<file path="src/rtl/ddr3_capture_defines.vh">
// Functional notes
// An every-edge selection captures one sample on each clock 0 rising edge, unfiltered.
// With only the first chip select active, clock enable 1 reads low and chip selects 1-3 high.
// With two chip selects active, selects 2-3 read high; with all four active none is forced.
// The default selection is first chip select only, sampled on every rising edge.
// A selective selection suppresses storage of idle bus cycles.
// In selective mode a sample is stored when row or column strobe is low with a valid select.
// After each qualified column strobe the next X cycles are stored, then storage pauses.
// A qualified column strobe inside the trailing window restarts the count at its full value.
// X equals the burst length of 8 cycles plus the selected latency limit.
// The latency limit is selectable from 5 to 25 in steps of one for every select grouping.
// Refresh cycles are stored or suppressed by an option; storing them is the default.
// The refresh suppression option is ignored under any every-edge selection.
// A refresh is select, row strobe and column strobe low with write enable high.
`ifndef DDR3_CAPTURE_DEFINES_VH
`define DDR3_CAPTURE_DEFINES_VH

// chip select groupings
`define CS_GRP_ONE        2'h0
`define CS_GRP_TWO        2'h1
`define CS_GRP_FOUR       2'h2

// clocking and refresh choices, value 0 is the default
`define CLK_EVERY_EDGE    1'h0
`define CLK_SELECTIVE     1'h1
`define REF_ACQUIRE       1'h0
`define REF_DROP          1'h1

// trailing window timing in clock cycles
`define BURST_CYCLES      6'h08
`define LAT_MIN           5'h05
`define LAT_MAX           5'h19
`define WIN_W             6

// reset values
`define WIN_RST           6'h00
`define LOST_RST          16'h0000

`endif

</file>
<file path="src/rtl/sample_fifo.v">
`timescale 1ns/100ps
// small first-in first-out store between qualifier and sample memory
module sample_fifo #(
  parameter WIDTH = 8,
  parameter DEPTH = 2
) (
  // clock and reset
  input  wire             ref_clk_i,
  input  wire             sys_rst_i,
  // filling side
  input  wire             in_valid_i,
  output wire             in_ready_o,
  input  wire [WIDTH-1:0] in_data_i,
  // draining side
  output wire             out_valid_o,
  input  wire             out_ready_i,
  output wire [WIDTH-1:0] out_data_o
);

  localparam AW = (DEPTH > 1) ? $clog2(DEPTH) : 1;

  reg [WIDTH-1:0] mem [0:DEPTH-1];
  reg [AW-1:0]    wr_ptr;
  reg [AW-1:0]    rd_ptr;
  reg [AW:0]      fill;

  wire push = in_valid_i & in_ready_o;
  wire pop  = out_valid_o & out_ready_i;

  // full and empty come straight from the fill count
  assign in_ready_o  = (fill != DEPTH[AW:0]);
  assign out_valid_o = (fill != {(AW+1){1'b0}});
  assign out_data_o  = mem[rd_ptr];

  // storage holds no reset; only valid entries are ever read
  always @(posedge ref_clk_i) begin
    if (push) begin
      mem[wr_ptr] <= in_data_i;
    end
  end

  // pointers wrap at depth so any depth works
  always @(posedge ref_clk_i) begin
    if (sys_rst_i) begin
      wr_ptr <= {AW{1'b0}};
      rd_ptr <= {AW{1'b0}};
      fill   <= {(AW+1){1'b0}};
    end else begin
      if (push) begin
        wr_ptr <= (wr_ptr == DEPTH[AW-1:0] - 1'b1) ? {AW{1'b0}} : wr_ptr + 1'b1;
      end
      if (pop) begin
        rd_ptr <= (rd_ptr == DEPTH[AW-1:0] - 1'b1) ? {AW{1'b0}} : rd_ptr + 1'b1;
      end
      if (push & ~pop) begin
        fill <= fill + 1'b1;
      end else if (pop & ~push) begin
        fill <= fill - 1'b1;
      end
    end
  end

endmodule

</file>
<file path="src/rtl/ddr3_bus_selective_capture.v">
`timescale 1ns/100ps
`include "ddr3_capture_defines.vh"
// acquisition qualifier of a passive ddr3 bus monitor
module ddr3_bus_selective_capture #(
  parameter DQ_W    = 64,
  parameter FIFO_D  = 2
) (
  // clock (ddr clock 0 domain) and reset
  input  wire                       ref_clk_i,
  input  wire                       sys_rst_i,
  // acquisition setup
  input  wire [1:0]                 cs_group_i,
  input  wire                       selective_i,
  input  wire [4:0]                 latency_limit_i,
  input  wire                       refresh_drop_i,
  // observed ddr3 bus
  input  wire [3:0]                 cs_n_i,
  input  wire [1:0]                 cke_i,
  input  wire                       ras_n_i,
  input  wire                       cas_n_i,
  input  wire                       we_n_i,
  input  wire [2:0]                 ba_i,
  input  wire [15:0]                addr_i,
  input  wire [DQ_W-1:0]            dq_i,
  // sample stream to capture memory
  output wire                       smp_valid_o,
  input  wire                       smp_ready_i,
  output wire [DQ_W+27:0]           smp_data_o,
  // status
  output wire                       window_active_o,
  output wire [`WIN_W-1:0]          window_count_o,
  output reg                        lost_o,
  output reg  [15:0]                lost_count_o
);

  localparam SMP_W = DQ_W + 28;

  //--------------------------------------------------------------------------
  // pin synchronisers
  //--------------------------------------------------------------------------

  reg [SMP_W-1:0] pin_s1;
  reg [SMP_W-1:0] pin_s2;

  // every bus pin passes two flops before any logic looks at it
  // resetting them to ones makes the bus look deselected until real samples arrive
  always @(posedge ref_clk_i) begin
    if (sys_rst_i) begin
      pin_s1 <= {SMP_W{1'b1}};
      pin_s2 <= {SMP_W{1'b1}};
    end else begin
      pin_s1 <= {cke_i, cs_n_i, ras_n_i, cas_n_i, we_n_i, ba_i, addr_i, dq_i};
      pin_s2 <= pin_s1;
    end
  end

  // field split of the second stage only
  wire [1:0]      raw_cke  = pin_s2[SMP_W-1 -: 2];
  wire [3:0]      raw_cs_n = pin_s2[SMP_W-3 -: 4];
  wire            ras_n    = pin_s2[SMP_W-7];
  wire            cas_n    = pin_s2[SMP_W-8];
  wire            we_n     = pin_s2[SMP_W-9];
  wire [DQ_W+18:0] rest    = pin_s2[DQ_W+18:0];

  //--------------------------------------------------------------------------
  // forcing of unused selects and clock enable
  //--------------------------------------------------------------------------

  reg [3:0] cs_n;
  reg [1:0] cke;

  // unused ranks are pinned inactive so stray levels never qualify a cycle
  always @* begin
    cs_n = raw_cs_n;
    cke  = raw_cke;
    case (cs_group_i)
      `CS_GRP_ONE: begin
        cke[1]    = 1'b0;
        cs_n[3:1] = 3'h7;
      end
      `CS_GRP_TWO: begin
        cs_n[3:2] = 2'h3;
      end
      `CS_GRP_FOUR: begin
        cs_n = raw_cs_n;
      end
      default: begin
        cke[1]    = 1'b0;
        cs_n[3:1] = 3'h7;
      end
    endcase
  end

  //--------------------------------------------------------------------------
  // command qualification
  //--------------------------------------------------------------------------

  wire cs_valid    = ~&cs_n;
  wire refresh_cmd = cs_valid & ~ras_n & ~cas_n & we_n;
  wire every_edge  = (selective_i == `CLK_EVERY_EDGE);
  // refresh option only takes effect while clocking selectively
  wire drop_ref    = ~every_edge & (refresh_drop_i == `REF_DROP) & refresh_cmd;
  wire cmd_hit     = cs_valid & (~ras_n | ~cas_n) & ~drop_ref;
  // a dropped refresh must not open a trailing window either
  wire cas_hit     = cs_valid & ~cas_n & ~drop_ref;

  //--------------------------------------------------------------------------
  // trailing window
  //--------------------------------------------------------------------------

  reg  [4:0]        lat;
  reg  [`WIN_W-1:0] win_cnt;
  reg  [`WIN_W-1:0] next_win_cnt;
  reg               win_active;
  wire [`WIN_W-1:0] win_len;

  // out-of-range latency settings clamp to the nearest legal limit
  always @* begin
    if (latency_limit_i < `LAT_MIN) begin
      lat = `LAT_MIN;
    end else if (latency_limit_i > `LAT_MAX) begin
      lat = `LAT_MAX;
    end else begin
      lat = latency_limit_i;
    end
  end

  assign win_len = `BURST_CYCLES + {1'b0, lat};

  // in selective mode the count reloads on every qualified column strobe, so back-to-back commands extend it
  always @* begin
    if (every_edge) begin
      next_win_cnt = `WIN_RST;
    end else if (cas_hit) begin
      next_win_cnt = win_len;
    end else if (win_cnt != `WIN_RST) begin
      next_win_cnt = win_cnt - 1'b1;
    end else begin
      next_win_cnt = `WIN_RST;
    end
  end

  always @(posedge ref_clk_i) begin
    if (sys_rst_i) begin
      win_cnt <= `WIN_RST;
    end else begin
      win_cnt <= next_win_cnt;
    end
  end

  // the flag is registered beside the count, so the status pin comes from a flop
  // and always agrees with the count it stands for
  always @(posedge ref_clk_i) begin
    if (sys_rst_i) begin
      win_active <= 1'b0;
    end else begin
      win_active <= (next_win_cnt != `WIN_RST);
    end
  end

  assign window_active_o = win_active;
  assign window_count_o  = win_cnt;

  //--------------------------------------------------------------------------
  // store decision and capture stage
  //--------------------------------------------------------------------------

  // every-edge keeps all cycles; selective keeps commands and window only
  // the cas cycle itself is kept by cmd_hit; the window covers the cycles after it
  wire store = every_edge ? 1'b1 :
               (cmd_hit | window_active_o);

  reg              cap_valid;
  reg [SMP_W-1:0]  cap_word;
  wire             fifo_ready;

  // stored word carries the forced selects, as the display expects them
  always @(posedge ref_clk_i) begin
    if (sys_rst_i) begin
      cap_valid <= 1'b0;
      cap_word  <= {SMP_W{1'b0}};
    end else begin
      cap_valid <= store;
      cap_word  <= {cke, cs_n, ras_n, cas_n, we_n, rest};
    end
  end

  //--------------------------------------------------------------------------
  // overflow accounting
  //--------------------------------------------------------------------------

  // the bus cannot be stalled, so a word meeting a full buffer is lost
  // the flag is sticky so that even a single lost word is still seen later
  wire lose = cap_valid & ~fifo_ready;

  always @(posedge ref_clk_i) begin
    if (sys_rst_i) begin
      lost_o       <= 1'b0;
      lost_count_o <= `LOST_RST;
    end else if (lose) begin
      lost_o       <= 1'b1;
      lost_count_o <= (lost_count_o == 16'hFFFF) ? lost_count_o : lost_count_o + 1'b1;
    end
  end

  //--------------------------------------------------------------------------
  // output buffer
  //--------------------------------------------------------------------------

  // two entries ride out a short stall by the sample memory
  sample_fifo #(
    .WIDTH (SMP_W),
    .DEPTH (FIFO_D)
  ) u_fifo (
    .ref_clk_i   (ref_clk_i),
    .sys_rst_i   (sys_rst_i),
    .in_valid_i  (cap_valid),
    .in_ready_o  (fifo_ready),
    .in_data_i   (cap_word),
    .out_valid_o (smp_valid_o),
    .out_ready_i (smp_ready_i),
    .out_data_o  (smp_data_o)
  );

endmodule

</file>
<file path="config.mk">
export PLATFORM = sky130hd
export DESIGN_NAME = ddr3_bus_selective_capture
export DESIGN_NICKNAME = d
export VERILOG_FILES = /design/src/rtl/sample_fifo.v /design/src/rtl/ddr3_bus_selective_capture.v
export VERILOG_INCLUDE_DIRS = /design/src /design/src/rtl
export SDC_FILE = /design/constraint.sdc
export NUM_CORES = 1
export LEC_CHECK = 0
export BUFFER_PORTS_ARGS = -buffer_cell sky130_fd_sc_hd__buf_2
export CORE_UTILIZATION = 57
export DETAILED_ROUTE_END_ITERATION = 8
export PLACE_DENSITY_LB_ADDON = 0.08
export SETUP_SLACK_MARGIN = 0.02
export SLEW_MARGIN = 20
export SYNTH_ARGS = -nofsm -noshare
export SYNTH_HDL_FRONTEND = slang
export SYNTH_SLANG_ARGS = --single-unit
export TNS_END_PERCENT = 50
</file>
<file path="constraint.sdc">
create_clock -name ref_clk_i -period 13.6 [get_ports ref_clk_i]
set_input_delay 2.04 -clock ref_clk_i [delete_from_list [all_inputs] [get_ports ref_clk_i]]
set_output_delay 2.04 -clock ref_clk_i [all_outputs]
set_load 0.02 [all_outputs]
</file>
* Word level (Yosys, flattened, before mapping) *
Memory sizes are Yosys's and may differ from the RTL's. A register that Yosys moved wholly into a read port is not among the register bits.
Index checks and enable logic that the tools add are counted.

storage, ports and cells
  output and inout bits = 117
  RAM bits = 184
  memories = 1
  bits in registers = 305
  logic and storage cells = 75

memory list
  memory      depth  bits a word  read ports  clocked after memory_dff  wr ports  line              source
  u_fifo.mem  2      92           1           1                         1         sample_fifo.v:22  reg [WIDTH-1:0] mem [0:DEPTH-1];

operators by class
  multiplexer cells = 16
  order comparisons = 2
  add/sub/neg operators = 7
  reduce and logical (&&, ||, !) cells = 9
  eq/ne operators = 4
  bitwise logic cells = 24

operators with widths
  kind                   number
  $mux 6                 3
  $add 16x1->16 const B  1
  $eq 16x16->1 const B   1
  $and 1x1->1            14
  $reduce_bool 6->1      2
  $mux 5                 2
  $mux 1                 8
  $not 1->1              8
  $add 4x5->6 const A    1
  $mux 2                 3
  $sub 6x1->6 const B    1
  $gt 5x5->1 const B     1
  $lt 5x3->1 const B     1
  $reduce_and 4->1       1
  $reduce_bool 2->1      2
  $reduce_or 2->1        2
  $add 1x1->1 const B    2
  $add 2x1->2 const B    1
  $eq 2x1->1 const B     1
  $eq 2x2->1 const B     1
  $ne 2x2->1 const B     1
  $or 1x1->1             2
  $reduce_and 2->1       1
  $sub 2x1->2 const B    1
  $logic_not 1->1        1

* Longest topological paths before layout *
Gate-level depths: netlist of run 1.

  depth in word-level cells = 14
  gate-level depth with buffers = 8

* Cells and area by module *
Synthesis of run 1 repeated with hierarchy kept, for this count alone.

unflattened totals
  cell total of the unflattened synthesis = 1056
  area total of the unflattened synthesis = 15681.3 sq um

modules (own cells, without submodules)
  module                      area each (sq um)  cells an instance  instances
  ddr3_bus_selective_capture  8794.7             746                1
  sample_fifo                 6886.6             310                1

* Worst setup path before layout of run 1 *
No wires, ideal clock.

  kind = register to register
  from = register u_fifo.fill[0]
  to = memory u_fifo.mem[0][0] (netlist bit), enable pin
  setup slack = 8.632 ns
  arrival = 4.425 ns
  stages on the path, launching flop included = 4
  path through = dfxtp_1 -> nand2b_1 -> nand2_1 -> nor2_1

on the way
  cells in the longest elaborated chain, start to end = 4

ends and longest elaborated chain
  element                       line              source
  start: declaration            sample_fifo.v:25  reg [AW:0] fill;
  start signal: assignment      sample_fifo.v:47  fill <= {(AW+1){1'b0}};
  start signal: assignment      sample_fifo.v:56  fill <= fill + 1'b1;
  start signal: assignment      sample_fifo.v:58  fill <= fill - 1'b1;
  $ne 2x2->1                    sample_fifo.v:31  assign in_ready_o = (fill != DEPTH[AW:0]);
  $and 1x1->1                   sample_fifo.v:27  wire push = in_valid_i & in_ready_o;
  $mux 1                        sample_fifo.v:37  if (push) begin
  $mux 1 (implied by the code)  sample_fifo.v:38  mem[wr_ptr] <= in_data_i;
  end: declaration              sample_fifo.v:22

No other way between the ends.

==> results of run 1 <==
logic make-up (layout without fill, tap and decap cells):
logic type	count (synthesis)	in the layout	share of synthesized area [%]
flops	490	490	74.5
simple gates	359	359	13.8
mux	96	96	6.91
buf+inv	59	325	1.43
compound gates	37	37	1.59
xor+xnor	19	19	1.06
fa+ha+maj	8	8	0.640
area by class of cell:
cell class | count | area, um^2 | area share [%]
Multi-Input combinational cell | 519 | 3770 | 20.1
Clock buffer | 64 | 1330 | 7.11
Clock inverter | 22 | 344 | 1.84
Sequential cell | 490 | 11700 | 62.2
Inverter | 13 | 48.8 | 0.261
Tap cell | 341 | 427 | 2.28
Timing Repair Buffer | 226 | 1150 | 6.17
through the flow:
stage	instances	total power [uW]	util [%]	instance area (um^2)	setup slack, ns
after floorplan	1068	2170	-	15600	8.63
after CTS	1675	3720	69.5	18700	8.89
after global routing	1675	3820	69.5	18700	8.82
final	1675	3680	69.5	18700	8.93
after global placement	1589	2340	63.3	17100	9.23
after detailed placement	1589	2350	63.3	17100	9.17
final timing paths:
kind                       start                end  slack, ns  cells after the start
setup / recovery            flop     smp_data_o[10]       8.93                      3
hold / removal        pin_s1[90]         pin_s2[90]       0.40                      1
setup reg to reg  u_fifo.fill[0]  u_fifo.mem[0][47]      11.00                      5
hold reg to reg       pin_s1[90]         pin_s2[90]       0.40                      1
worst reg2reg max path, cell delays in order (launching register included):
cell	delay, ns
dfxtp_1	0.39
nand2b_1	0.15
nand2_1	0.13
nor2_4	0.36
buf_4	0.43
buf_4	0.70
flip-flops by register name (all words and copies together) (netlist names), named ones only:
signal / cells
window_count_o: 6
lost_count_o: 16
u_fifo.mem: 184
window_active_o: 1
u_fifo.wr_ptr: 1
u_fifo.rd_ptr: 1
lost_o: 1
pin_s2: 92
cap_word: 92
cap_valid: 1
u_fifo.fill: 2
pin_s1: 92
synthesized netlist by cell type (4+ instances only):
master and count:
dfxtp_1 306, nand4_1 4, nand2_1 15, xnor2_1 15
nor2_1 34, xor2_1 4, or2_2 185, inv_1 13
ha_1 8, nor2b_1 88, a21oi_1 13, o21ai_0 5
edfxtp_1 184, o31ai_1 4, mux2_2 95, clkbuf_1 44
nor3_1 7
power groups by stage:
stage	logic (uW)	registers [uW]	clock network (uW)
floorplan	428	1740	0
global placement	604	1740	0
detailed placement	605	1740	0
CTS	609	1710	1400
global route	645	1720	1450
finish	600	1710	1370
cell usage in the layout, fill, tap and decap left out, types with 15 or more instances in the layout:
master,synthesis,routed
nor2_1,34,33
mux2_2,95,95
nand2_1,15,15
clkbuf_16,0,48
buf_2,2,219
dfxtp_1,306,305
edfxtp_1,184,184
or2_2,185,185
xnor2_1,15,15
nor2b_1,88,88
routing by layer:
metal	track usage (%)	wire (um)
met5	0	10
met4	5.35	466
met3	4.18	1240
met2	28.0	11700
met1	22.7	11200
==> Implementation_results.wiki, run 1 <==
{| class="wikitable"
! Metric !! Value
|-
| Net switching power figure || 921 uW
|-
| Setup repair after global routing missed its margin || no
|-
| Height of the chip || 168 um
|-
| Most used flip-flop cell after synthesis || dfxtp_1
|-
| Net count after synthesis || 1180
|-
| Last weighted congestion value of the routability-driven placer || 0.785
|-
| Vias per cell || 4.76
|-
| Max Transition Viols Final || 0
|-
| Crit Path Category || reg2out
|-
| Post-synthesis register bit count || 490
|-
| Least-Margin Pin Slew || 0.988 ns
|-
| Total setup violations reported at the end of the flow || 0
|-
| Number of cell rows || 60
|-
| Ports || 221
|-
| Critical path cell sequence || buf_4, mux2_2, buf_2
|-
| First-pass GRT wire length || 38100 um
|-
| Total wire length after detailed routing || 24600 um
|-
| Number of levels in the clock H-tree || 2
|-
| CTS hold repair buffers || 0
|-
| PortBufs || 220
|-
| Maximum fanout along the worst path || 61
|-
| Cts bufs inserted || 46
|-
| Clk Latency, worst-skew pair || 0.54 ns
|-
| Number of synthesis warnings || 0
|-
| Leak || 0.00734 uW
|-
| First-pass iteration count of the detailed router || 6
|-
| Startpoint type of the worst setup path || flop
|-
| Total number of clock tree sinks || 490
|-
| Nets@finish || 1408
|-
| CP required || 11.56 ns
|-
| Worst rel slew slack || 33.8%
|-
| DRC viols || 0
|-
| Switching part of the total || 25.0%
|-
| Post-DP HPWL || 15100 um
|-
| Pin count of the biggest net entering global routing || 123
|-
| Die Outline Area || 0.0281 mm^2
|-
| Routed Antenna Nets || 0
|-
| Initial cell density of the core || 58.0%
|-
| Synthesized area divided by synthesized cell count || 14.6 um^2
|-
| Share of power burned in registers || 46.5%
|-
| IR drop worst, VDD || 133 uV
|-
| Sum of negative setup slack || 0 ns
|-
| TritonCTS clock tree || yes
|-
| Clock power frac || 37.2%
|-
| Global-route congestion overflow total || 0
|-
| Largest area contributor in the netlist || dfxtp_1
|-
| Slowest cell delay on critical path || 0.77 ns
|-
| Post-synth EDFFs || 184
|-
| Cell types with the largest area share after synthesis || dfxtp_1, edfxtp_1, or2_2
|-
| Syn-to-layout area delta || 19.8%
|-
| Setup crit end kind || output port
|-
| Floorplan die width || 168 um
|-
| Worst-case clock buffer depth || 3
|-
| All-layer global routing usage || 17.2%
|-
| Number of filler cells placed in the layout || 1887
|-
| Max Freq || 0.214 GHz
|-
| Violation count after the first detailed-route iteration || 432
|-
| CP Data Arrival Time || 2.63 ns
|-
| Status || completed
|-
| Worst hold margin || 0.395 ns
|-
| Async S/R FF share, synth || 0%
|-
| Number of global-route vias before repair || 7429
|-
| Post-CTS setup buffer count || 0
|-
| Synth Instances || 1068
|-
| Number of distinct standard cells referenced by the synthesized netlist || 47
|-
| Area share of the largest cell type after synthesis || 39.2%
|-
| Power per cell area || 196 mW/mm^2
|-
| Combinational power share || 16.3%
|-
| Antenna cell count || 0
|-
| Vias after detailed routing || 7968
|-
| Core Box Area || 0.0270 mm^2
|-
| Final critical-path share of the clock period || 34.4%
|-
| Routed length per placed instance || 14.7 um
|-
| Total standard cell area after synthesis || 0.0156 mm^2
|-
| Fin Clk Skew || 0.0217 ns
|-
| Clock-pin transition on the worst setup and hold timing paths || 0.06 ns
|-
| Clock tree root driver cell || clkbuf_16
|-
| Antenna violations before repair || 1
|-
| Cell-internal power || 2760 uW
|-
| Dominant delay contributor by cell family on the critical path || buffers and inverters
|-
| Class of the most critical hold timing path || reg2reg
|-
| Share of final-layout standard cells stronger than drive strength 1 || 44.3%
|-
| Slowest library cell on the worst path || buf_4
|-
| Shortest clock period the worst path allows after layout || 4.67 ns
|-
| WP buf/inv || 2
|-
| Number of violations of the max-capacitance limit || 0
|-
| Proportion of synthesized chip area in sequential cells || 74.5%
|-
| Post-cts gate resize count || 0
|-
| Final Hold Viols || 0
|}
No activity file was read; power rests on OpenSTA's default activity.
==> inputs of run 2 (changes only) <==
--- a/config.mk
+++ b/config.mk
@@ -7,7 +7,7 @@
 export NUM_CORES = 1
 export LEC_CHECK = 0
 export BUFFER_PORTS_ARGS = -buffer_cell sky130_fd_sc_hd__buf_2
-export CORE_UTILIZATION = 57
+export CORE_UTILIZATION = 56
 export DETAILED_ROUTE_END_ITERATION = 8
 export PLACE_DENSITY_LB_ADDON = 0.08
 export SETUP_SLACK_MARGIN = 0.02
==> constraint.sdc (replaced) <==
create_clock -name ref_clk_i -period 4.9 [get_ports ref_clk_i]
set_input_delay 0.735 -clock ref_clk_i [delete_from_list [all_inputs] [get_ports ref_clk_i]]
set_output_delay 0.735 -clock ref_clk_i [all_outputs]
set_load 0.02 [all_outputs]
==> Implementation_results.wiki, run 2 (same netlist as run 1, synthesis figures left out) <==
{| class="wikitable"
! Metric !! Value
|-
| Violation count after the first detailed-route iteration || 330
|-
| Maximum fanout along the worst path || 55
|-
| Final non-filler cell area || 0.0186 mm^2
|-
| Initial cell density of the core || 57.5%
|-
| Routed length per placed instance || 14.4 um
|-
| Clk Latency, worst-skew pair || 0.54 ns
|-
| Cell count of the worst reg-to-reg path || 5
|-
| Most common cell after layout, fill and taps aside || dfxtp_1
|-
| Last weighted congestion value of the routability-driven placer || 0.813
|-
| Floorplan die width || 169 um
|-
| Startpoint type of the worst setup path || flop
|-
| CP Data Arrival Time || 2.52 ns
|-
| Final critical-path share of the clock period || 66.4%
|-
| Worst min-delay path startpoint || dq_i[44]
|-
| Total setup violations reported at the end of the flow || 0
|-
| Syn-to-layout area delta || 18.8%
|-
| Worst rel slew slack || 32.9%
|-
| Setup crit end kind || output port
|-
| Ports || 221
|-
| All-layer global routing usage || 17.0%
|-
| Cts bufs inserted || 46
|-
| Vias per cell || 4.72
|-
| Post-cts gate resize count || 0
|-
| Startpoint of the most critical register-to-register path || pin_s2[86]
|-
| End point of the most critical hold path || pin_s1[44]
|-
| Status || completed
|-
| Finished Core Util || 68.3%
|-
| Number of flip-flops under the largest register name || 184
|-
| Worst-case clock buffer depth || 3
|-
| Die Outline Area || 0.0286 mm^2
|-
| Sum of negative setup slack || 0 ns
|-
| First-pass GRT wire length || 38000 um
|-
| CTS hold repair buffers || 0
|-
| Routed Antenna Nets || 0
|-
| Number of levels in the clock H-tree || 2
|-
| Pin count of the biggest net entering global routing || 180
|-
| Fin Clk Skew || 0.0146 ns
|-
| Number of global-route vias before repair || 7433
|-
| Worst setup slack after layout || 1.64 ns
|-
| Crit Path Category || reg2out
|-
| Critical path cell sequence || buf_4, mux2_2, buf_2
|-
| Total number of clock tree sinks || 490
|-
| First-pass iteration count of the detailed router || 4
|-
| Global-route congestion overflow total || 0
|-
| IR drop worst, VDD || 326 uV
|-
| Pre-CTS setup slack || 1.70 ns
|-
| Highest-count cells in the layout ignoring fill and taps || dfxtp_1, buf_2, or2_2
|-
| DRC viols || 0
|-
| Max Freq || 0.307 GHz
|-
| R2r endpoint || window_active_o
|-
| Vias after detailed routing || 8054
|-
| Instance area after placement || 0.0171 mm^2
|-
| Number of cell rows || 60
|-
| Post-CTS setup buffer count || 0
|-
| Total wire length after detailed routing || 24500 um
|-
| Final Hold Viols || 0
|-
| Class of the most critical hold timing path || in2reg
|-
| Cell depth of the worst hold path || 2
|-
| Largest register by flop count || u_fifo.mem
|-
| Post-DP HPWL || 15100 um
|-
| Share of final-layout standard cells stronger than drive strength 1 || 43.5%
|-
| Slowest cell delay on critical path || 0.85 ns
|-
| CP required || 4.16 ns
|-
| Height of the chip || 169 um
|-
| Shortest clock period the worst path allows after layout || 3.26 ns
|-
| Setup repair after global routing missed its margin || no
|-
| TritonCTS clock tree || yes
|-
| Power per cell area || 525 mW/mm^2
|-
| Worst reg-to-reg setup slack || 2.54 ns
|-
| Number of violations of the max-capacitance limit || 0
|-
| Total chip power || 9750 uW
|-
| Leak || 0.00723 uW
|-
| Clock-pin transition on the worst setup and hold timing paths || 0.06 ns
|-
| Nets@finish || 1408
|-
| Max Transition Viols Final || 0
|-
| Slowest library cell on the worst path || dfxtp_4
|-
| PortBufs || 220
|-
| Antenna violations before repair || 0
|-
| Core Box Area || 0.0272 mm^2
|-
| Least-Margin Pin Slew || 1.00 ns
|-
| Clock tree root driver cell || clkbuf_16
|}
run 2: cell count changes in the layout (fill, tap and decap cells not counted), moves of 2 or more:
cell,before,now
buf_12,0,2
buf_4,6,4
bufinv_16,8,1
clkbuf_1,9,13
clkbuf_8,8,4
clkinv_1,0,6
clkinv_2,6,9
run 2: layout make-up:
cell class | instances | area [um^2]
diodes | 1 | 2.50
well taps | 372 | 465
clock inverters | 20 | 129
repair buffers | 226 | 1180
multi-input cells | 519 | 3770
flip-flops and latches | 490 | 11700
inverters | 13 | 48.8
fillers | 1970 | 8610
clock buffers | 65 | 1320
run 2: how the worst max path moves through the flow:
| stage | from | to | slack [ns] | cells past startpoint |
|---|---|---|---|---|
| 3_3_place_gp | cs_group_i[0] | window_active_o | 1.84 | 8 |
| 5_1_grt | flop | smp_data_o[82] | 1.43 | 3 |
| 3_5_place_dp | cs_group_i[0] | window_active_o | 1.70 | 8 |
| 6_report | flop | smp_data_o[53] | 1.64 | 3 |
| 2_1_floorplan | u_fifo.fill[0] | u_fifo.mem[0][0] | 1.48 | 3 |
| 4_1_cts | flop | smp_data_o[53] | 1.52 | 3 |
run 2: layer usage:
layer / vias up / part of all wire [%] / global-route usage, %
met5: - / 0 / 0
met4: 0 / 2.4 / 6.66
met3: 45 / 3.9 / 3.30
met2: 187 / 47 / 28.1
met1: 3746 / 47 / 22.2
li1: 4076 / - / -
run 2: report_power, final:
part	leakage, uW	switching [uW]	internal, uW
logic	0.00228	931	716
registers	0.00425	172	4610
clock network	0.000704	1400	1930
run 2: worst max-delay path, delay by kind of cell (launching register included):
family | cells | cell delay, ns
flops | 1 | 0.85
mux | 1 | 0.40
buf+inv | 2 | 0.71
run 2: per-stage QoR:
| step | hold slack, ns | std cells |
|---|---|---|
| 2_1_floorplan | 0.389 | 1068 |
| 3_3_place_gp | 0.390 | 1619 |
| 3_5_place_dp | 0.392 | 1619 |
| 4_1_cts | 0.347 | 1704 |
| 5_1_grt | 0.359 | 1705 |
| 6_report | 0.375 | 1706 |
==> inputs of run 3 (changes only) <==
--- a/config.mk
+++ b/config.mk
@@ -7,7 +7,7 @@
 export NUM_CORES = 1
 export LEC_CHECK = 0
 export BUFFER_PORTS_ARGS = -buffer_cell sky130_fd_sc_hd__buf_2
-export CORE_UTILIZATION = 56
+export CORE_UTILIZATION = 51
 export DETAILED_ROUTE_END_ITERATION = 8
 export PLACE_DENSITY_LB_ADDON = 0.08
 export SETUP_SLACK_MARGIN = 0.02
==> constraint.sdc (replaced) <==
create_clock -name ref_clk_i -period 2.62 [get_ports ref_clk_i]
set_input_delay 0.393 -clock ref_clk_i [delete_from_list [all_inputs] [get_ports ref_clk_i]]
set_output_delay 0.393 -clock ref_clk_i [all_outputs]
set_load 0.02 [all_outputs]
==> Implementation_results.wiki, run 3 (same netlist as run 1, synthesis figures left out) <==
{| class="wikitable"
! Metric !! Value
|-
| Status || completed
|-
| Startpoint type of the worst setup path || flop
|-
| Pin count of the biggest net entering global routing || 158
|-
| Total number of clock tree sinks || 490
|-
| IR drop worst, VDD || 562 uV
|-
| Switching part of the total || 25.5%
|-
| Max Transition Viols Final || 0
|-
| Height of the chip || 177 um
|-
| Least-Margin Pin Slew || 0.859 ns
|-
| Vias after detailed routing || 8114
|-
| Initial cell density of the core || 52.3%
|-
| Cell-internal power || 13900 uW
|-
| Post-cts gate resize count || 0
|-
| Shortest clock period the worst path allows after layout || 2.38 ns
|-
| Number of filler cells placed in the layout || 2313
|-
| R2r endpoint || window_active_o
|-
| Number of levels in the clock H-tree || 2
|-
| PortBufs || 220
|-
| Worst hold margin || 0.0337 ns
|-
| All-layer global routing usage || 15.9%
|-
| Worst reg-to-reg setup slack || 0.56 ns
|-
| Die Outline Area || 0.0313 mm^2
|-
| Largest register by flop count || u_fifo.mem
|-
| Clock power frac || 35.2%
|-
| Leak || 0.00732 uW
|-
| Fin Clk Skew || 0.0104 ns
|-
| Post-DP HPWL || 15000 um
|-
| Total chip power || 18700 uW
|-
| Nets@finish || 1415
|-
| Share of final-layout standard cells stronger than drive strength 1 || 44.5%
|-
| Pre-CTS setup slack || 0.286 ns
|-
| Post-CTS setup buffer count || 0
|-
| CP Data Arrival Time || 1.99 ns
|-
| Total setup violations reported at the end of the flow || 0
|-
| Worst setup slack after layout || 0.241 ns
|-
| CP required || 2.23 ns
|-
| Clock tree root driver cell || clkbuf_16
|-
| Floorplan die width || 177 um
|-
| Number of cell rows || 63
|-
| Core Box Area || 0.0299 mm^2
|-
| Routed length per placed instance || 14.4 um
|-
| TritonCTS clock tree || yes
|-
| Worst rel slew slack || 42.7%
|-
| Total wire length after detailed routing || 24900 um
|-
| Cell count of the worst reg-to-reg path || 7
|-
| Most common cell after layout, fill and taps aside || dfxtp_1
|-
| Maximum fanout along the worst path || 35
|-
| Combinational power share || 17.3%
|-
| Setup repair after global routing missed its margin || no
|-
| Max Freq || 0.420 GHz
|-
| Cts bufs inserted || 46
|-
| Crit Path Category || reg2out
|-
| First-pass iteration count of the detailed router || 4
|-
| Routed Antenna Nets || 0
|-
| Final Hold Viols || 0
|-
| CTS hold repair buffers || 0
|-
| Syn-to-layout area delta || 20.0%
|-
| Last weighted congestion value of the routability-driven placer || 0.796
|-
| Startpoint of the most critical register-to-register path || window_count_o[0]
|-
| Number of flip-flops under the largest register name || 184
|-
| Global-route congestion overflow total || 0
|-
| Setup crit end kind || output port
|-
| Antenna cell count || 0
|-
| Violation count after the first detailed-route iteration || 429
|-
| Antenna violations before repair || 0
|-
| First-pass GRT wire length || 38900 um
|-
| Clk Latency, worst-skew pair || 0.54 ns
|-
| Class of the most critical hold timing path || in2reg
|-
| Final critical-path share of the clock period || 90.8%
|-
| DRC viols || 0
|-
| Power per cell area || 994 mW/mm^2
|-
| Ports || 221
|-
| Net switching power figure || 4760 uW
|-
| Highest-count cells in the layout ignoring fill and taps || dfxtp_1, buf_2, or2_2
|-
| Share of power burned in registers || 47.5%
|-
| Vias per cell || 4.69
|-
| Layout Cells excl Fill || 1730
|-
| Number of global-route vias before repair || 7675
|-
| Endpoint of the most critical setup path || smp_data_o[7]
|-
| Worst-case clock buffer depth || 3
|-
| Placed Instances || 1645
|-
| Number of violations of the max-capacitance limit || 0
|-
| Clock-pin transition on the worst setup and hold timing paths || 0.07 ns
|}
## run 3: changes by cell type in the layout (fill, tap and decap cells not counted), sizes merged
cell      before  now
clkbuf        66   58
clkinvlp       3    5
clkinv        15   17
buf          225  232
bufinv         1    5
diode          1    0
## run 3: power groups by stage
stage	Combinational, uW	Sequential, uW	Clock [uW]
global placement	3250	9010	0
global route	3480	8930	7050
floorplan	2230	8990	0
detailed placement	3260	9040	0
finish	3220	8860	6570
CTS	3280	8880	6740
## run 3: worst min-delay path by stage
stage / to / start / cells after the start / slack (ns)
3_5_place_dp: pin_s2[35] / pin_s1[35] / 1 / 0.39
2_1_floorplan: pin_s2[0] / pin_s1[0] / 1 / 0.39
3_3_place_gp: pin_s2[72] / pin_s1[72] / 1 / 0.39
4_1_cts: pin_s1[49] / dq_i[49] / 2 / 0.009
5_1_grt: pin_s1[24] / dq_i[24] / 2 / 0.009
6_report: pin_s1[46] / dq_i[46] / 2 / 0.03
## run 3: area by class of cell
class,count,area (um^2),area share (%)
Tap cell,390,488,2.60
Sequential cell,490,11700,62.1
Clock buffer,57,1250,6.68
Inverter,13,48.8,0.260
Timing Repair Buffer,233,1270,6.77
Multi-Input combinational cell,519,3770,20.1
Clock inverter,28,277,1.47
## run 3: layer usage
layer  GRT usage (%)  part of all wire (%)  up-vias  wire (um)
met2            26.7                    48      182      12000
met3            3.59                   5.5       45       1370
met4            5.42                   2.3        0        567
li1                -                     -     4074          -
met5               0                     0        -          0
met1            20.2                    44     3813      11000
## run 3: worst max-delay path, stage by stage (launching register included)
cell and delay (ns):
dfxtp_4 0.58, buf_12 0.28, mux2_2 0.41, buf_2 0.17
## run 3: through the flow
step	instance area (um^2)	utilization, %	setup TNS (ns)
2_1_floorplan	15600	-	-48.38
3_3_place_gp	17200	57.7	0
3_5_place_dp	17200	57.7	0
4_1_cts	18800	62.8	0
5_1_grt	18800	62.8	0
6_report	18800	62.8	0
